File: config.mk
export PLATFORM = sky130hd
export DESIGN_NAME = bus_voltage_threshold_monitor
export DESIGN_NICKNAME = d
export VERILOG_FILES = /design/src/include/bvm_pkg.sv /design/src/core/bus_level_debouncer.sv /design/src/core/bus_voltage_threshold_monitor.sv
export VERILOG_INCLUDE_DIRS = /design/src /design/src/include
export SDC_FILE = /design/constraint.sdc
export NUM_CORES = 1
export LEC_CHECK = 0
export BUFFER_PORTS_ARGS = -buffer_cell sky130_fd_sc_hd__clkbuf_2
export CAP_MARGIN = 20
export CORE_MARGIN = 2
export CORE_UTILIZATION = 60
export DETAILED_ROUTE_END_ITERATION = 6
export GPL_TIMING_DRIVEN = 0
export PLACE_DENSITY = 0.82
export SYNTH_ARGS = -nofsm -noshare
export SYNTH_HDL_FRONTEND = slang
export SYNTH_SLANG_ARGS = --single-unit
File: constraint.sdc
create_clock -name clk_i -period 2.7 [get_ports clk_i]
set_input_delay 0.405 -clock clk_i [delete_from_list [all_inputs] [get_ports clk_i]]
set_output_delay 0.405 -clock clk_i [all_outputs]
set_load 0.05 [all_outputs]
File: src/include/bvm_defs.svh
// Offsets, reset values and timing counts of the bus level monitor
`ifndef BVM_DEFS_SVH
`define BVM_DEFS_SVH

`define BVM_CLK_HZ      25000000
`define BVM_OSC_HZ      20000
`define BVM_TICK_CYC    (`BVM_CLK_HZ / `BVM_OSC_HZ)

`define BVM_NUM_CMP     5
`define BVM_SAFE0_IDX   3'h4
`define BVM_THR_W       10
`define BVM_CNT_W       8

`define BVM_ADR_MATCH   8'h00
`define BVM_ADR_CHG     8'h04
`define BVM_ADR_CMP_EN  8'h08
`define BVM_ADR_DEB_PER 8'h0c
`define BVM_ADR_DEB_SEL 8'h10
`define BVM_ADR_PWR_STS 8'h14
`define BVM_ADR_PWR_EN  8'h18
`define BVM_ADR_THR0    8'h1c

`define BVM_VLD_BIT     8
`define BVM_EV_CHG_BIT  0
`define BVM_EV_VLD_BIT  1

`define BVM_RST_CMP_EN  5'h13
`define BVM_RST_DEB_SEL 5'h1f
`define BVM_RST_DEB_PER 8'h04
`define BVM_RST_THR0    10'h0a0
`define BVM_RST_THR1    10'h0c0
`define BVM_RST_THR2    10'h3ff
`define BVM_RST_THR3    10'h3ff
`define BVM_RST_SAFE0   10'h020

`endif

File: src/include/bvm_pkg.sv
// Types shared by the bus level monitor and its debouncer
`include "bvm_defs.svh"

package bvm_pkg;

  typedef logic [`BVM_THR_W-1:0] thr_t;

  typedef struct packed {
    logic                  stable;
    logic                  cand;
    logic                  valid;
    logic                  chg;
    logic [`BVM_CNT_W-1:0] cnt;
  } deb_s;

  typedef struct packed {
    logic                       sync1;
    logic                       sync2;
    logic [10:0]                div;
    logic                       tick;
    logic [2:0]                 idx;
    thr_t                       level;
    thr_t [`BVM_NUM_CMP-1:0]    thr;
    logic [`BVM_NUM_CMP-1:0]    cmp_en;
    logic [`BVM_NUM_CMP-1:0]    deb_sel;
    logic [`BVM_CNT_W-1:0]      deb_per;
    logic [`BVM_NUM_CMP-1:0]    chg;
    logic [1:0]                 pwr_sts;
    logic [1:0]                 pwr_en;
    logic                       vld;
    logic                       restart;
    logic                       ack;
    logic [31:0]                dat;
    logic                       irq_n;
  } mon_s;

endpackage

File: src/core/bus_level_debouncer.sv
// One comparison channel's debouncer with restart
`timescale 1ns/10ps
`default_nettype none
`include "bvm_defs.svh"

module bus_level_debouncer
  import bvm_pkg::*;
(
  // Clock and reset
  input  wire logic                  clk_i,
  input  wire logic                  rst_i,
  // Control
  input  wire logic                  restart_i,
  input  wire logic                  sample_i,
  input  wire logic                  raw_i,
  input  wire logic                  deb_en_i,
  input  wire logic [`BVM_CNT_W-1:0] period_i,
  // Result
  output logic                       stable_o,
  output logic                       valid_o,
  output logic                       chg_o
);

  deb_s st_ff;
  deb_s nxt_st;

  always_comb begin
    nxt_st     = st_ff;
    nxt_st.chg = 1'b0;
    if (restart_i) begin
      nxt_st.valid = 1'b0;
      nxt_st.cnt   = '0;
      nxt_st.cand  = st_ff.stable;
    end else if (sample_i) begin
      if (!deb_en_i) begin
        // Not selected: result passes straight through
        nxt_st.cand   = raw_i;
        nxt_st.cnt    = '0;
        nxt_st.stable = raw_i;
        nxt_st.valid  = 1'b1;
        nxt_st.chg    = raw_i != st_ff.stable;
      end else if (raw_i != st_ff.cand) begin
        nxt_st.cand = raw_i;
        nxt_st.cnt  = '0;
      end else if (st_ff.cnt >= period_i) begin
        nxt_st.stable = raw_i;
        nxt_st.valid  = 1'b1;
        nxt_st.chg    = raw_i != st_ff.stable;
      end else begin
        nxt_st.cnt = st_ff.cnt + 1'b1;
      end
    end
  end

  always_ff @(posedge clk_i) begin
    if (rst_i) begin
      st_ff <= '0;
    end else begin
      st_ff <= nxt_st;
    end
  end

  assign stable_o = st_ff.stable;
  assign valid_o  = st_ff.valid;
  assign chg_o    = st_ff.chg;

  stable_on_sample_a: assert property (@(posedge clk_i) disable iff (rst_i)
    $changed(st_ff.stable) |-> $past(sample_i))
    else $error("debounced level moved without a sample");

  toggle_resets_count_a: assert property (@(posedge clk_i) disable iff (rst_i)
    (sample_i && !restart_i && deb_en_i && raw_i != st_ff.cand)
      |=> st_ff.cnt == '0 && !chg_o)
    else $error("toggling result did not restart debounce count");

  restart_clears_a: assert property (@(posedge clk_i) disable iff (rst_i)
    restart_i |=> !valid_o)
    else $error("restart left the debounced result valid");

endmodule

`default_nettype wire

File: src/core/bus_voltage_threshold_monitor.sv
// Bus voltage threshold monitor with Wishbone registers and interrupt
//
// Function
// - Four bus thresholds; 0 and 1 bracket 5V, 2 and 3 higher ranges.
// - Separate programmable threshold detects the safe zero volt level.
// - Twenty kilohertz tick steps through five comparisons one at a time.
// - Match and change bits of debounce-selected thresholds update only after the programmed debounce period.
// - Match bit set when sensed bus voltage is above its threshold.
// - Match change raises active low interrupt when enabled.
// - Debounce select chooses per threshold which results get debounced.
// - Any threshold write restarts the debouncer.
// - Valid with no match bits means bus below safe zero level.
// - Later crossings of enabled thresholds update flags and interrupt.
//
// The register offsets and the Wishbone slave port were left to the implementer.
`timescale 1ns/10ps
`default_nettype none
`include "bvm_defs.svh"

module bus_voltage_threshold_monitor
  import bvm_pkg::*;
(
  // Clock and reset
  input  wire logic        clk_i,
  input  wire logic        rst_i,
  // Wishbone slave
  input  wire logic        wb_cyc_i,
  input  wire logic        wb_stb_i,
  input  wire logic        wb_we_i,
  input  wire logic [7:0]  wb_adr_i,
  input  wire logic [3:0]  wb_sel_i,
  input  wire logic [31:0] wb_dat_i,
  output logic      [31:0] wb_dat_o,
  output logic             wb_ack_o,
  // Shared comparator
  input  wire logic        bus_sense_input_i,
  output logic      [9:0]  thr_level_o,
  output logic      [2:0]  thr_index_o,
  // Interrupt
  output logic             irq_n_o
);

  mon_s st_ff;
  mon_s nxt_st;

  logic [`BVM_NUM_CMP-1:0] deb_stable;
  logic [`BVM_NUM_CMP-1:0] deb_valid;
  logic [`BVM_NUM_CMP-1:0] deb_chg;
  logic [`BVM_NUM_CMP-1:0] bus_level_match_bits;
  logic [`BVM_NUM_CMP-1:0] chg_set;
  logic [31:0]             wmask;
  logic                    req;
  logic                    wr;
  logic                    thr_wr;
  logic                    all_valid;

  assign req   = wb_cyc_i && wb_stb_i;
  assign wr    = req && wb_we_i && st_ff.ack;
  assign wmask = {{8{wb_sel_i[3]}}, {8{wb_sel_i[2]}},
                  {8{wb_sel_i[1]}}, {8{wb_sel_i[0]}}};

  // Above threshold and enabled
  assign bus_level_match_bits = deb_stable & st_ff.cmp_en;
  assign chg_set   = deb_chg & st_ff.cmp_en;
  assign all_valid = &(deb_valid | ~st_ff.cmp_en);

  genvar g;
  generate
    for (g = 0; g < `BVM_NUM_CMP; g++) begin : gen_ch
      bus_level_debouncer u_deb (
        .clk_i     (clk_i),
        .rst_i     (rst_i),
        .restart_i (st_ff.restart),
        .sample_i  (st_ff.tick && st_ff.idx == 3'(g)),
        .raw_i     (st_ff.sync2),
        .deb_en_i  (st_ff.deb_sel[g]),
        .period_i  (st_ff.deb_per),
        .stable_o  (deb_stable[g]),
        .valid_o   (deb_valid[g]),
        .chg_o     (deb_chg[g])
      );
    end
  endgenerate

  always_comb begin
    nxt_st         = st_ff;
    thr_wr         = 1'b0;
    nxt_st.restart = 1'b0;
    nxt_st.sync1   = bus_sense_input_i;
    nxt_st.sync2   = st_ff.sync1;

    // Sequencer: one comparison per oscillator tick
    nxt_st.tick = 1'b0;
    if (st_ff.div == 11'(`BVM_TICK_CYC - 1)) begin
      nxt_st.div  = '0;
      nxt_st.tick = 1'b1;
    end else begin
      nxt_st.div = st_ff.div + 1'b1;
    end
    if (st_ff.tick) begin
      if (st_ff.idx == `BVM_SAFE0_IDX) begin
        nxt_st.idx = '0;
      end else begin
        nxt_st.idx = st_ff.idx + 1'b1;
      end
    end

    // Wishbone: ack one cycle after request, write at ack edge
    nxt_st.ack = req && !st_ff.ack;
    nxt_st.dat = '0;
    case (wb_adr_i)
      `BVM_ADR_MATCH: begin
        nxt_st.dat[`BVM_NUM_CMP-1:0] = bus_level_match_bits;
        nxt_st.dat[`BVM_VLD_BIT]     = st_ff.vld;
      end
      `BVM_ADR_CHG:     nxt_st.dat[`BVM_NUM_CMP-1:0] = st_ff.chg;
      `BVM_ADR_CMP_EN:  nxt_st.dat[`BVM_NUM_CMP-1:0] = st_ff.cmp_en;
      `BVM_ADR_DEB_PER: nxt_st.dat[`BVM_CNT_W-1:0]   = st_ff.deb_per;
      `BVM_ADR_DEB_SEL: nxt_st.dat[`BVM_NUM_CMP-1:0] = st_ff.deb_sel;
      `BVM_ADR_PWR_STS: nxt_st.dat[1:0] = st_ff.pwr_sts;
      `BVM_ADR_PWR_EN:  nxt_st.dat[1:0] = st_ff.pwr_en;
      default: begin
        // Threshold 0..3 then safe zero, one word each
        for (int i = 0; i < `BVM_NUM_CMP; i++) begin
          if (wb_adr_i == `BVM_ADR_THR0 + 8'(4 * i)) begin
            nxt_st.dat[`BVM_THR_W-1:0] = st_ff.thr[i];
          end
        end
      end
    endcase
    if (!(req && !st_ff.ack)) begin
      nxt_st.dat = '0;
    end

    if (wr) begin
      case (wb_adr_i)
        `BVM_ADR_CMP_EN: nxt_st.cmp_en =
          (st_ff.cmp_en & ~wmask[4:0]) | (wb_dat_i[4:0] & wmask[4:0]);
        `BVM_ADR_DEB_PER: nxt_st.deb_per =
          (st_ff.deb_per & ~wmask[7:0]) | (wb_dat_i[7:0] & wmask[7:0]);
        `BVM_ADR_DEB_SEL: nxt_st.deb_sel =
          (st_ff.deb_sel & ~wmask[4:0]) | (wb_dat_i[4:0] & wmask[4:0]);
        `BVM_ADR_PWR_EN: nxt_st.pwr_en =
          (st_ff.pwr_en & ~wmask[1:0]) | (wb_dat_i[1:0] & wmask[1:0]);
        `BVM_ADR_CHG:
          nxt_st.chg = st_ff.chg & ~(wb_dat_i[4:0] & wmask[4:0]);
        `BVM_ADR_PWR_STS:
          nxt_st.pwr_sts = st_ff.pwr_sts & ~(wb_dat_i[1:0] & wmask[1:0]);
        default: begin
          for (int i = 0; i < `BVM_NUM_CMP; i++) begin
            if (wb_adr_i == `BVM_ADR_THR0 + 8'(4 * i)) begin
              thr_wr        = 1'b1;
              nxt_st.thr[i] = (st_ff.thr[i] & ~wmask[9:0]) |
                              (wb_dat_i[9:0] & wmask[9:0]);
            end
          end
        end
      endcase
    end

    // New thresholds restart evaluation
    if (thr_wr) begin
      nxt_st.restart = 1'b1;
      nxt_st.vld     = 1'b0;
    end else if (!st_ff.restart) begin
      nxt_st.vld = all_valid;
    end

    // Hardware sets win over software clears
    nxt_st.chg = nxt_st.chg | chg_set;
    if (|chg_set) begin
      nxt_st.pwr_sts[`BVM_EV_CHG_BIT] = 1'b1;
    end
    if (nxt_st.vld && !st_ff.vld) begin
      nxt_st.pwr_sts[`BVM_EV_VLD_BIT] = 1'b1;
    end

    nxt_st.level = nxt_st.thr[nxt_st.idx];
    nxt_st.irq_n = ~|(nxt_st.pwr_sts & nxt_st.pwr_en);
  end

  always_ff @(posedge clk_i) begin
    if (rst_i) begin
      st_ff         <= '0;
      st_ff.cmp_en  <= `BVM_RST_CMP_EN;
      st_ff.deb_sel <= `BVM_RST_DEB_SEL;
      st_ff.deb_per <= `BVM_RST_DEB_PER;
      st_ff.thr[0]  <= `BVM_RST_THR0;
      st_ff.thr[1]  <= `BVM_RST_THR1;
      st_ff.thr[2]  <= `BVM_RST_THR2;
      st_ff.thr[3]  <= `BVM_RST_THR3;
      st_ff.thr[4]  <= `BVM_RST_SAFE0;
      st_ff.level   <= `BVM_RST_THR0;
      st_ff.irq_n   <= 1'b1;
    end else begin
      st_ff <= nxt_st;
    end
  end

  assign wb_dat_o    = st_ff.dat;
  assign wb_ack_o    = st_ff.ack;
  assign thr_level_o = st_ff.level;
  assign thr_index_o = st_ff.idx;
  assign irq_n_o     = st_ff.irq_n;

  // Checks

  ack_single_pulse_a: assert property (@(posedge clk_i) disable iff (rst_i)
    wb_ack_o |=> !wb_ack_o)
    else $error("ack held longer than one cycle");

  ack_after_req_a: assert property (@(posedge clk_i) disable iff (rst_i)
    (req && !wb_ack_o) |=> wb_ack_o)
    else $error("request not acknowledged next cycle");

  tick_spacing_a: assert property (@(posedge clk_i) disable iff (rst_i)
    st_ff.tick |=> (!st_ff.tick) [*8])
    else $error("sequencer ticks too close together");

  index_wrap_a: assert property (@(posedge clk_i) disable iff (rst_i)
    (st_ff.tick && st_ff.idx == `BVM_SAFE0_IDX) |=> st_ff.idx == 3'h0)
    else $error("sequencer did not wrap after five comparisons");

  level_follows_index_a: assert property (@(posedge clk_i)
    disable iff (rst_i)
    $changed(st_ff.idx) |-> thr_level_o == st_ff.thr[st_ff.idx])
    else $error("comparator level does not match selected threshold");

  thr_write_restart_a: assert property (@(posedge clk_i)
    disable iff (rst_i)
    thr_wr |=> st_ff.restart && !st_ff.vld ##1 !st_ff.vld)
    else $error("threshold write did not restart validation");

  change_flag_set_a: assert property (@(posedge clk_i) disable iff (rst_i)
    (|chg_set) |=> ((st_ff.chg & $past(chg_set)) == $past(chg_set))
      && st_ff.pwr_sts[`BVM_EV_CHG_BIT])
    else $error("match change lost from change flags");

  irq_on_change_a: assert property (@(posedge clk_i) disable iff (rst_i)
    (|chg_set && st_ff.pwr_en[`BVM_EV_CHG_BIT]) |=> !irq_n_o)
    else $error("enabled change did not assert interrupt");

  match_enabled_a: assert property (@(posedge clk_i) disable iff (rst_i)
    $changed(bus_level_match_bits) |-> $past(st_ff.tick) ||
      $changed(st_ff.cmp_en))
    else $error("match bits moved outside a comparison");

  // Bus data, index and divider range, flag and enable writes
  idle_data_zero_a: assert property (@(posedge clk_i) disable iff (rst_i)
    !wb_ack_o |-> wb_dat_o == '0)
    else $error("read data not zero outside ack");

  index_range_a: assert property (@(posedge clk_i) disable iff (rst_i)
    thr_index_o <= `BVM_SAFE0_IDX)
    else $error("comparison index beyond safe zero slot");

  tick_divider_a: assert property (@(posedge clk_i) disable iff (rst_i)
    st_ff.div < 11'(`BVM_TICK_CYC))
    else $error("tick divider ran past its period");

  valid_event_a: assert property (@(posedge clk_i) disable iff (rst_i)
    $rose(st_ff.vld) |-> st_ff.pwr_sts[`BVM_EV_VLD_BIT])
    else $error("match valid rose without a power event");

  change_clear_a: assert property (@(posedge clk_i) disable iff (rst_i)
    (wr && wb_adr_i == `BVM_ADR_CHG && wb_sel_i[0] && chg_set == '0)
      |=> (st_ff.chg & $past(wb_dat_i[4:0])) == '0)
    else $error("written one did not clear change flag");

  enable_write_a: assert property (@(posedge clk_i) disable iff (rst_i)
    (wr && wb_adr_i == `BVM_ADR_CMP_EN && wb_sel_i[0])
      |=> st_ff.cmp_en == $past(wb_dat_i[4:0]))
    else $error("compare enable write did not land");

  change_enabled_a: assert property (@(posedge clk_i) disable iff (rst_i)
    ((st_ff.chg & ~$past(st_ff.chg)) & ~$past(st_ff.cmp_en)) == '0)
    else $error("change flag set for a disabled threshold");

  valid_rise_c: cover property (@(posedge clk_i) disable iff (rst_i)
    $rose(st_ff.vld));

  irq_assert_c: cover property (@(posedge clk_i) disable iff (rst_i)
    $fell(irq_n_o));

  below_safe_zero_c: cover property (@(posedge clk_i) disable iff (rst_i)
    st_ff.vld && bus_level_match_bits == '0);

  restart_c: cover property (@(posedge clk_i) disable iff (rst_i)
    st_ff.restart && bus_level_match_bits != '0);

  debounced_change_c: cover property (@(posedge clk_i) disable iff (rst_i)
    (chg_set & st_ff.deb_sel) != '0);

endmodule

`default_nettype wire

Yosys cells after proc, flatten, opt, wreduce, memory -nomap -nowiden
Cells that the tools add are included.
{ "word_totals": {"ff_bits": 200, "elab_cells": 298} }
{ "classes": {"n_reduce_logical": 58, "bitwise_logic": 43, "n_lt_le_gt_ge": 6, "add_sub_neg": 7, "mux": 89, "n_eq_ne": 46} }
{ "op_table": {"columns": ["operator", "n"], "rows": [
  ["10-bit 2-to-1 mux", 11],
  ["8-bit 2-to-1 mux", 11],
  ["77-bit 2-to-1 mux", 1],
  ["10-bit bitwise AND", 6],
  ["12-bit 2-to-1 mux", 5],
  ["11-bit 2-to-1 mux", 5],
  ["50-bit 2-to-1 mux", 1],
  ["10-bit OR", 5],
  ["8-bit by 1-bit adder with 8-bit output (second input constant)", 5],
  ["8-bit greater-or-equal comparator", 5],
  ["2-bit 2-to-1 mux", 17],
  ["8-bit by 5-bit == test with 1-bit output (second input constant)", 4],
  ["8-bit by 6-bit == test with 1-bit output (second input constant)", 4],
  ["5-bit bitwise AND", 6],
  ["10-bit binary-select mux with 3-bit select", 1],
  ["3-bit by 2-bit inequality test with 1-bit output (second input constant)", 10],
  ["1-bit 2-to-1 mux", 28],
  ["2-bit AND reduction", 13],
  ["5-bit OR", 4],
  ["4-bit AND reduction", 5],
  ["3-bit case mux with 6 select lines", 1],
  ["8-bit bitwise AND", 2],
  ["8-bit by 4-bit == test with 1-bit output (second input constant)", 2],
  ["5-bit 2-to-1 mux", 3],
  ["35 further kinds", 94]
]} }

Depth between registers and ports, before layout
Gate-level depths: netlist of run 1.
{ "logic_depth": {"depth_word": 14, "depth_mapped": 9} }

Cells and area by module
From an unflattened synthesis of run 1, not the netlist that was laid out.
{ "hier_totals": {"cells_unflattened": 1208, "area_unflattened_um2": 10446.3} }
{ "by_module_without_submodules": {"columns": ["module", "n_inst", "cells_per_inst", "area_each_um2"], "rows": [
  ["bus_voltage_threshold_monitor", 1, 698, 6098.3],
  ["bus_level_debouncer", 5, 102, 869.6]
]} }

Least setup slack after synthesis of run 1
OpenSTA, ideal clock, no wires.
{ "synth_timing": {"path_kind": "register -> register", "startpoint": "register with a tool-made name", "endpoint": "register gen_ch[3].u_deb.st_ff[6] (netlist name)", "t_arrival_ns": 2.108, "n_path_buf": 0, "slack_ns": 0.518, "synth_period_minus_slack_ns": 2.182, "path_stages_with_launch": 9, "t_required_ns": 2.626, "cell_sequence": "dfxtp_1 inv_1 ha_1 a211oi_2 o21ai_1 a211oi_4 nand4_1 or4_1 a31oi_1"} }
{ "synth_rtl": {"columns": ["item", "line", "rtl"], "rows": [
  ["to (signal assigned)", "bus_level_debouncer.sv:59", "st_ff <= nxt_st;"],
  ["to (decl)", "bus_level_debouncer.sv:24", "deb_s st_ff;"]
]} }

==> impl_metrics.yaml, run 1 <==
status:
  status: "finished with violations"
  violations: "design-rule violations"
detailed_routing:
  drt_iter0_markers: 937
  wl_per_cell_um: 18.4
  ant_nets: 0
  drt_wl_total_um: 27200
  via_per_inst: 6.20
  first_pass_iters: 7
  drc_errors: 1
  via_count: 9151
power_and_ir_drop:
  p_sw_frac: 0.258
  p_seq_frac: 0.470
  p_sw_mw: 1.45
  power_frac_comb: 0.060
  power_mw: 5.61
  power_frac_clock: 0.470
  ir_worst_vdd_v: 0.000542
  leakage_nw: 4.56
  powerDensity_nw_per_um2: 511
  internal_power_mw: 4.16
layout:
  nFillCells: 1340
  final_area_sq_um: 11000
  nNetsFinal: 1348
  area_growth_syn_to_layout_pct: 12.6
  n_antenna_cell: 0
  final_cells: 1475
  drive_above_1_share: 0.144
synthesis:
  ys_ff_latch: 178
  yosysMostFrequentCell: "dfxtp_1"
  synth.area.top_cells: "dfxtp_1, ha_1, nor2_1"
  ys_types: 75
  ys_seq_area_frac: 0.366
  synthTopCellsByCount: "dfxtp_1, nor2_1, nand2_1, a21oi_1, ha_1"
  synth.top_cell.area_share: 0.366
  syn_inst: 1160
  synth_ff_type: "dfxtp_1"
  yosys.area.top_type: "dfxtp_1"
  synth-warning-count: 0
  synthArstFlopShare: 0
  netlist_area_sq_um: 9740
  synth-edff-count: 0
  syn_area_per_cell_sq_um: 8.40
min_path:
  min_from: "bus_sense_input_i"
  min_to: "nxt_st[138]"
  min_path_type: "input pin to register"
  hold_depth: 2
critical_path:
  crit_arrival_ns: 2.90
  crit_path_cell_trace: "inv_1 > ha_1 > a21oi_1 > o21ai_0 > a21oi_2 > nand2_1 > or4b_1 > a21oi_1"
  path_delay_family: "compound AO/OA/AOI/OAI gates"
  path_buf_inv: 1
  crit_path_top_delay_cell: "or4b_1"
  required_ns: 3.07
  worstSetupPathType: "register to register"
  critPathMaxStageDelay_ns: 0.52
  crit_top_cell: "a21oi_1"
  r2r_cells: 8
  worst-path-max-fanout: 9
  reg2reg_slack_ns: 0.17
  cp-end-kind: "register"
  cp-start-kind: "register"
  reg2reg_to: "gen_ch[0].u_deb.st_ff[7]"
timing:
  clock_skew_ns: 0.0128
  rsz0062_at_grt: "true"
  max_freq_mhz: 396
  worstMarginPinSlew_ns: 0.822
  setup-violations-final: 0
  worst_slack_ns: 0.173
  finalHoldViolations: 0
  fin_crit_ns: 2.53
  max_slew_margin: 0.450
  slew_viol_final: 0
  fin_crit_sh: 0.936
clock_tree:
  numCtsBuffers: 17
  cts_tree: "done"
  hold_buffers: 0
  cts.sinks: 178
  cts_max_path_buffers: 2
  clock_latency_ns: 0.45
  htree_num_levels: 4
  clk_pin_slew_ns: 0.07
  cts_root_buffer: "clkbuf_16"
floorplanning:
  pin_count: 97
  die_y_um: 131
  core-area_sq_um: 15900
  die_width_um: 131
  dieArea_sq_um: 17300
  rows: 46
  start_util: 0.613
placed_design:
  place_congestion: 0.972
  portBuffers: 43
  placed_area_sq_um: 10300
  hpwlAfterDp_um: 19300
  dpl_worst_slack_ns: 0.159
  dp_cells: 1440
global_route:
  groute.usage.overall: 0.312
  grt_pass1_vias: 8470
  overflow: 0
  grt_max_degree: 19
  antenna_found_initial: 0
  grt_pass1_wl_um: 43300
job:
  drv_cap: 0
-- metrics by stage --
| step | utilization | setup TNS (ns) | hold slack (ns) |
|---|---|---|---|
| after floorplan | - | 0 | 0.414 |
| after global placement | 0.649 | 0 | 0.428 |
| after detailed placement | 0.649 | 0 | 0.432 |
| after CTS | 0.688 | 0 | 0.176 |
| after global routing | 0.690 | -0.0154 | 0.181 |
| final | 0.690 | 0 | 0.177 |
-- metal layers --
layer | up-vias | wire length [um] | share of wire | GRT usage
li1 | 4311 | - | - | -
met1 | 4277 | 11200 | 0.41 | 0.398
met2 | 471 | 12400 | 0.46 | 0.507
met3 | 92 | 2340 | 0.086 | 0.0525
met4 | 0 | 1240 | 0.046 | 0.163
met5 | - | 0 | 0 | 0
-- power groups by stage --
stage / logic, mW / registers (mW) / clock network, mW
floorplan: 0.227 / 2.70 / 0
global placement: 0.319 / 2.70 / 0
detailed placement: 0.322 / 2.70 / 0
CTS: 0.324 / 2.64 / 2.63
global route: 0.353 / 2.64 / 2.74
finish: 0.335 / 2.64 / 2.63
-- what timing repair did --
item / CTS / global route
gates resized for setup: 0 / 4
buffers inserted: 0 / 4
endpoints found under the hold margin: 0 / 0
endpoints found under the setup margin: 0 / 13
-- final cells by class --
cell class              count  area, sq um  area share
repair buffers             47          245      0.0224
clock inverters            14          186      0.0170
multi-input cells         869         5540       0.505
clock buffers              18          439      0.0401
inverters                  30          113      0.0103
plain buffers             103          607      0.0553
well taps                 216          270      0.0246
flip-flops and latches    178         3560       0.325
-- layout by cell type, fill, tap and decap left out, types with 13 or more instances in the layout --
cell         n
nand2_1    117
a22oi_1     17
clkbuf_1    33
o211ai_1    16
conb_1      22
nand2b_1    14
o221ai_1    18
buf_4       53
a31oi_1     13
o21ai_0     51
a211o_1     20
mux2i_1     35
ha_1        52
nor2_1     129
and3_1      28
nand3b_1    15
nand4_1     17
inv_1       30
nand3_1     38
clkbuf_2    44
and2_1      15
clkbuf_16   17
buf_2       16
a21oi_1     94
dfxtp_1    178
-- worst register-to-register path: cells and delay by family (launching register included) --
family	cells	cell delay (ns)
flops	1	0.34
compound gates	4	0.76
buf+inv	1	0.34
simple gates	2	0.67
fa+ha+maj	1	0.34
-- worst max path at each step --
stage | endpoint | slack (ns) | cells after the start
6_report | gen_ch[0].u_deb.st_ff[7] | 0.17 | 8
4_1_cts | thr_level_o[9] | 0.1 | 8
3_5_place_dp | thr_level_o[8] | 0.16 | 8
2_1_floorplan | gen_ch[3].u_deb.st_ff[6] | 0.52 | 8
5_1_grt | gen_ch[2].u_deb.st_ff[3] | -0.02 | 9
3_3_place_gp | gen_ch[3].u_deb.st_ff[6] | 0.21 | 8
-- kinds of logic (layout without fill, tap and decap cells) --
kind of cell,Yosys count,after routing,synth area share
compound gates,290,290,0.197
xor+xnor,20,20,0.0180
mux,42,42,0.0451
simple gates,443,443,0.233
buf+inv,134,212,0.0741
flops,178,178,0.366
other cells,1,22,0.000385
fa+ha+maj,52,52,0.0668
No activity file was read; power rests on OpenSTA's default activity.
==> run 2: changes to the inputs <==
CORE_UTILIZATION = 35   (was 60)
PLACE_DENSITY = 0.53   (was 0.82)
==> run 2 against run 1 <==
  * The run now ends clean
  * Utilization is 28 points lower
  * Global-route usage is 10 points lower
  * Power is 0.67% lower
  * Non-clock buffer count is 3 higher
  * Worst setup slack worse by 0.00070 ns
  * Die area is 69% higher
  * Largest power group unchanged
  * Hold slack better by 0.017 ns
  * Sequential share of layout area is 0.60 points lower
  * Clock-buffer cell count stayed put
==> impl_metrics.yaml, run 2 (synthesized netlist as in run 1, its figures left out) <==
placed_design:
  dp_cells: 1602
  placed_area_sq_um: 10500
  dpl_worst_slack_ns: 0.0176
  portBuffers: 43
  hpwlAfterDp_um: 21900
  place_congestion: 0.851
floorplanning:
  core-area_sq_um: 27600
  dieArea_sq_um: 29200
  die_y_um: 171
  start_util: 0.353
  die_width_um: 171
  rows: 61
  pin_count: 97
layout:
  finish.utilization: 0.406
  final_common_cell: "dfxtp_1"
  regArea_sq_um: 3560
  drive_above_1_share: 0.147
  final_cells: 1640
  n_antenna_cell: 0
  area_growth_syn_to_layout_pct: 14.7
  nNetsFinal: 1351
  nFillCells: 2859
  multi_input_comb_area_sq_um: 5540
  layout_common_cells: "dfxtp_1, nor2_1, nand2_1"
  final_area_sq_um: 11200
timing:
  holdWs_ns: 0.195
  setup-violations-final: 0
  finalHoldViolations: 0
  tns_ns: 0
  max_freq_mhz: 396
  clock_skew_ns: 0.0189
  max_slew_margin: 0.433
  fin_crit_sh: 0.936
  fin_crit_ns: 2.53
  worstMarginPinSlew_ns: 0.848
  rsz0062_at_grt: "false"
  slew_viol_final: 0
  worst_slack_ns: 0.172
global_route:
  grtUsageMet1: 0.286
  grt_max_degree: 19
  grt_pass1_wl_um: 46900
  gr-usage-met2: 0.344
  grt_pass1_vias: 8092
  busiest_layer: "met2"
  antenna_found_initial: 0
  grtUsageMet3: 0.0354
  overflow: 0
  groute.usage.overall: 0.211
detailed_routing:
  first_pass_iters: 6
  via_per_inst: 5.31
  ant_nets: 0
  drt_wl_total_um: 30300
  drc_errors: 0
  via_count: 8715
  wl_per_cell_um: 18.4
  drt_iter0_markers: 615
critical_path:
  crit_arrival_ns: 2.85
  required_ns: 3.02
  worstSetupPathType: "register to register"
  worst-path-max-fanout: 8
  cp-end-kind: "register"
  cp-start-kind: "register"
clock_tree:
  cts.sinks: 178
  clk_pin_slew_ns: 0.07
  numCtsBuffers: 17
  cts_tree: "done"
  clock_latency_ns: 0.45
  cts_root_buffer: "clkbuf_16"
  htree_num_levels: 4
  cts_max_path_buffers: 2
status:
  status: "completed"
power_and_ir_drop:
  leakage_nw: 4.57
  power_mw: 5.57
  ir_worst_vdd_v: 0.000384
  powerDensity_nw_per_um2: 498
job:
  drv_cap: 0
min_path:
  min_path_type: "input pin to register"
==> run 2: cell types whose count changed in the layout (fill, tap and decap cells not counted), sizes merged <==
cell      before  now
buf           73   76
bufinv         2    1
clkinvlp       1    2
==> run 2: path summary, 6_finish.rpt <==
kind	to	depth (start not counted)	slack, ns	start
worst max register to register	thr_level_o[8]	7	0.17	thr_index_o[0]
worst max-delay path	thr_level_o[8]	7	0.17	thr_index_o[0]
worst min register to register	st_ff[138]	1	0.45	nxt_st[138]
worst min-delay path	nxt_st[138]	2	0.19	bus_sense_input_i
==> run 2: area by class of cell <==
class / count / area share
multi-input cells: 869 / 0.496
flip-flops and latches: 178 / 0.319
plain buffers: 103 / 0.0544
well taps: 378 / 0.0423
clock buffers: 18 / 0.0393
repair buffers: 50 / 0.0240
clock inverters: 14 / 0.0144
inverters: 30 / 0.0104
==> run 2: metal layers <==
layer  wire [um]  up-vias
li1            -     4318
met1       14100     4090
met2       13900      271
met3        1610       36
met4         663        0
met5           0        -
==> run 2: what timing repair did <==
item,4_1_cts,5_1_grt
setup endpoints to repair,1,21
buffers inserted,1,6
gates resized for setup,2,7
pin swaps,1,1
hold buffers,0,0
==> run 2: worst max-delay path, cell delays in order (launching register included) <==
cell and delay, ns:
dfxtp_1 0.50, inv_1 0.13, ha_1 0.31, a21oi_1 0.25, o32a_1 0.31, or3_1 0.43, o22ai_1 0.17, a211o_1 0.31
==> run 2: power by group <==
group | switching [mW] | internal, mW
clock | 1.24 | 1.35
combinational | 0.252 | 0.0891
sequential | 0.00635 | 2.63
total | 1.50 | 4.07
==> run 3: changes to the inputs <==
CORE_ASPECT_RATIO = 0.7   (was unset)
SYNTH_HIERARCHICAL = 1   (was unset)
==> run 3 against run 2 <==
  * Wire length rose by 4.6%
  * Sequential share of layout area fell by 1.8 points
  * Clock power fell by 7%
  * Die area rose by 7.2%
  * Combinational power rose by 13%
  * Design area rose by 5.9%
  * Fmax fell by 0.63%
  * Via count rose by 4.4%
  * Sequential power barely moved
  * Synthesized area rose by 7.3%
  * Clock skew fell by 0.0073 ns
  * Non-clock buffer count fell by 4
  * Critical path type unchanged
  * Highest routed layer unchanged
==> impl_metrics.yaml, run 3 <==
status:
  status: "completed"
synthesis:
  synth.area.top_cells: "dfxtp_1, ha_1, mux2i_1"
  yosys.area.top_type: "dfxtp_1"
  syn_area_per_cell_sq_um: 8.65
  ys_ff_latch: 178
  ys_seq_area_frac: 0.341
  yosysMostFrequentCell: "dfxtp_1"
  synth_ff_type: "dfxtp_1"
  ys_types: 75
  synth-edff-count: 0
  syn_inst: 1208
  synthArstFlopShare: 0
  synth-warning-count: 6
  synthTopCellsByCount: "dfxtp_1, nand2_1, nor2_1, inv_1, mux2i_1"
  netlist_area_sq_um: 10400
  synth.top_cell.area_share: 0.341
floorplanning:
  dieArea_sq_um: 31300
  pin_count: 97
  rows: 52
  die_y_um: 149
  core-area_sq_um: 29100
  start_util: 0.358
  die_width_um: 210
min_path:
  min_from: "bus_sense_input_i"
  min_path_type: "input pin to register"
  hold_depth: 2
power_and_ir_drop:
  power_frac_clock: 0.442
  powerDensity_nw_per_um2: 459
  ir_worst_vdd_v: 0.000316
  power_mw: 5.43
  p_sw_frac: 0.265
  internal_power_mw: 3.99
  p_sw_mw: 1.44
  power_frac_comb: 0.071
  p_seq_frac: 0.486
  leakage_nw: 5.05
detailed_routing:
  wl_per_cell_um: 18.8
  ant_nets: 0
  drt_wl_total_um: 31600
  drc_errors: 0
  first_pass_iters: 5
  via_per_inst: 5.41
  via_count: 9097
  drt_iter0_markers: 931
global_route:
  gr-usage-met2: 0.273
  grtUsageMet3: 0.0543
  grt_pass1_vias: 8290
  grtUsageMet1: 0.324
  grt_max_degree: 35
  groute.usage.overall: 0.206
  antenna_found_initial: 0
  grt_pass1_wl_um: 49100
  overflow: 0
  busiest_layer: "met1"
timing:
  max_freq_mhz: 393
  worstMarginPinSlew_ns: 0.959
  worst_slack_ns: 0.156
  finalHoldViolations: 0
  max_slew_margin: 0.360
  holdWs_ns: 0.152
  fin_crit_sh: 0.942
  setup-violations-final: 0
  clock_skew_ns: 0.0115
  slew_viol_final: 0
  fin_crit_ns: 2.54
layout:
  finish.utilization: 0.406
  drive_above_1_share: 0.176
  layout_common_cells: "dfxtp_1, nand2_1, nor2_1"
  nNetsFinal: 1393
  multi_input_comb_area_sq_um: 6080
  n_antenna_cell: 0
  final_cells: 1682
  nFillCells: 3016
  final_common_cell: "dfxtp_1"
  area_growth_syn_to_layout_pct: 13.3
  regArea_sq_um: 3560
placed_design:
  dp_cells: 1650
  portBuffers: 42
  place_congestion: 0.947
  dpl_worst_slack_ns: -0.268
  hpwlAfterDp_um: 23300
clock_tree:
  htree_num_levels: 4
  cts_root_buffer: "clkbuf_16"
  hold_buffers: 0
  cts_tree: "done"
  cts_setup_buffers: 0
  numCtsBuffers: 17
  cts.sinks: 178
  cts_max_path_buffers: 2
  clock_latency_ns: 0.46
  clk_pin_slew_ns: 0.07
critical_path:
  reg2reg_to: "thr_level_o[4]"
  r2r-start: "thr_index_o[1]"
  cp-start-kind: "register"
  worstSetupPathType: "register to register"
  r2r_cells: 9
  reg2reg_slack_ns: 0.16
  required_ns: 3.04
  cp-end-kind: "register"
  crit_arrival_ns: 2.89
  crit_start: "thr_index_o[1]"
  cp-endpoint: "thr_level_o[4]"
  worst-path-max-fanout: 10
job:
  drv_cap: 0
run 3: changes by cell type after synthesis, sizes merged, moves of 15 or more:
cell,delta
nor2,-24
mux2i,+23
a21oi,-47
inv,+37
nand4,+22
a22o,+15
run 3: timing repair:
item	in CTS	in global routing
endpoints found under the setup margin	2	11
cloned	0	0
gates resized for setup	1	9
run 3: logic make-up after synthesis:
kind of cell | share of synthesized area
AOI/OAI and AO/OA | 0.177
xor gates and xnor gates | 0.0159
adders and majority gates | 0.0623
buffers and inverters | 0.0884
DFF | 0.341
muxes | 0.0688
other | 0.000359
and+or+nand+nor | 0.246
run 3: per-layer routing:
metal	up-vias	wire length [um]
li1	4419	-
met5	-	0
met4	0	383
met3	34	2610
met2	289	12100
met1	4355	16500
run 3: power by group through the flow:
stage | Sequential (mW) | Clock [mW] | Combinational [mW]
global placement | 2.70 | 0 | 0.377
finish | 2.64 | 2.40 | 0.387
CTS | 2.64 | 2.45 | 0.379
detailed placement | 2.70 | 0 | 0.378
floorplan | 2.70 | 0 | 0.260
global route | 2.64 | 2.56 | 0.410
run 3: worst min-delay path by stage:
stage | slack [ns] | end
3_3_place_gp | 0.45 | st_ff[41]
5_1_grt | 0.15 | nxt_st[138]
3_5_place_dp | 0.46 | st_ff[42]
4_1_cts | 0.14 | nxt_st[138]
2_1_floorplan | 0.41 | st_ff[138]
6_report | 0.15 | nxt_st[138]
run 3: worst max-delay path, cell delays in order, from the launching register on:
cell and delay [ns]:
dfxtp_1 0.53, ha_1 0.23, ha_1 0.22, a21oi_1 0.11, mux2_2 0.16, buf_2 0.23
or3_1 0.15, buf_1 0.36, o22ai_1 0.15, a221o_1 0.28
run 3: final cells by class:
class	count	share of cell area
inverters	67	0.0213
plain buffers	106	0.0568
clock inverters	11	0.00666
repair buffers	43	0.0201
clock buffers	21	0.0398
flip-flops and latches	178	0.301
multi-input cells	878	0.514
well taps	378	0.0400
run 3: through the flow:
step                TNS, ns  cell area [sq um]
global placement      -9.93              11200
detailed placement    -7.73              11200
floorplan                 0              10500
global route        -0.0323              11800
CTS                       0              11800
finish                    0              11800
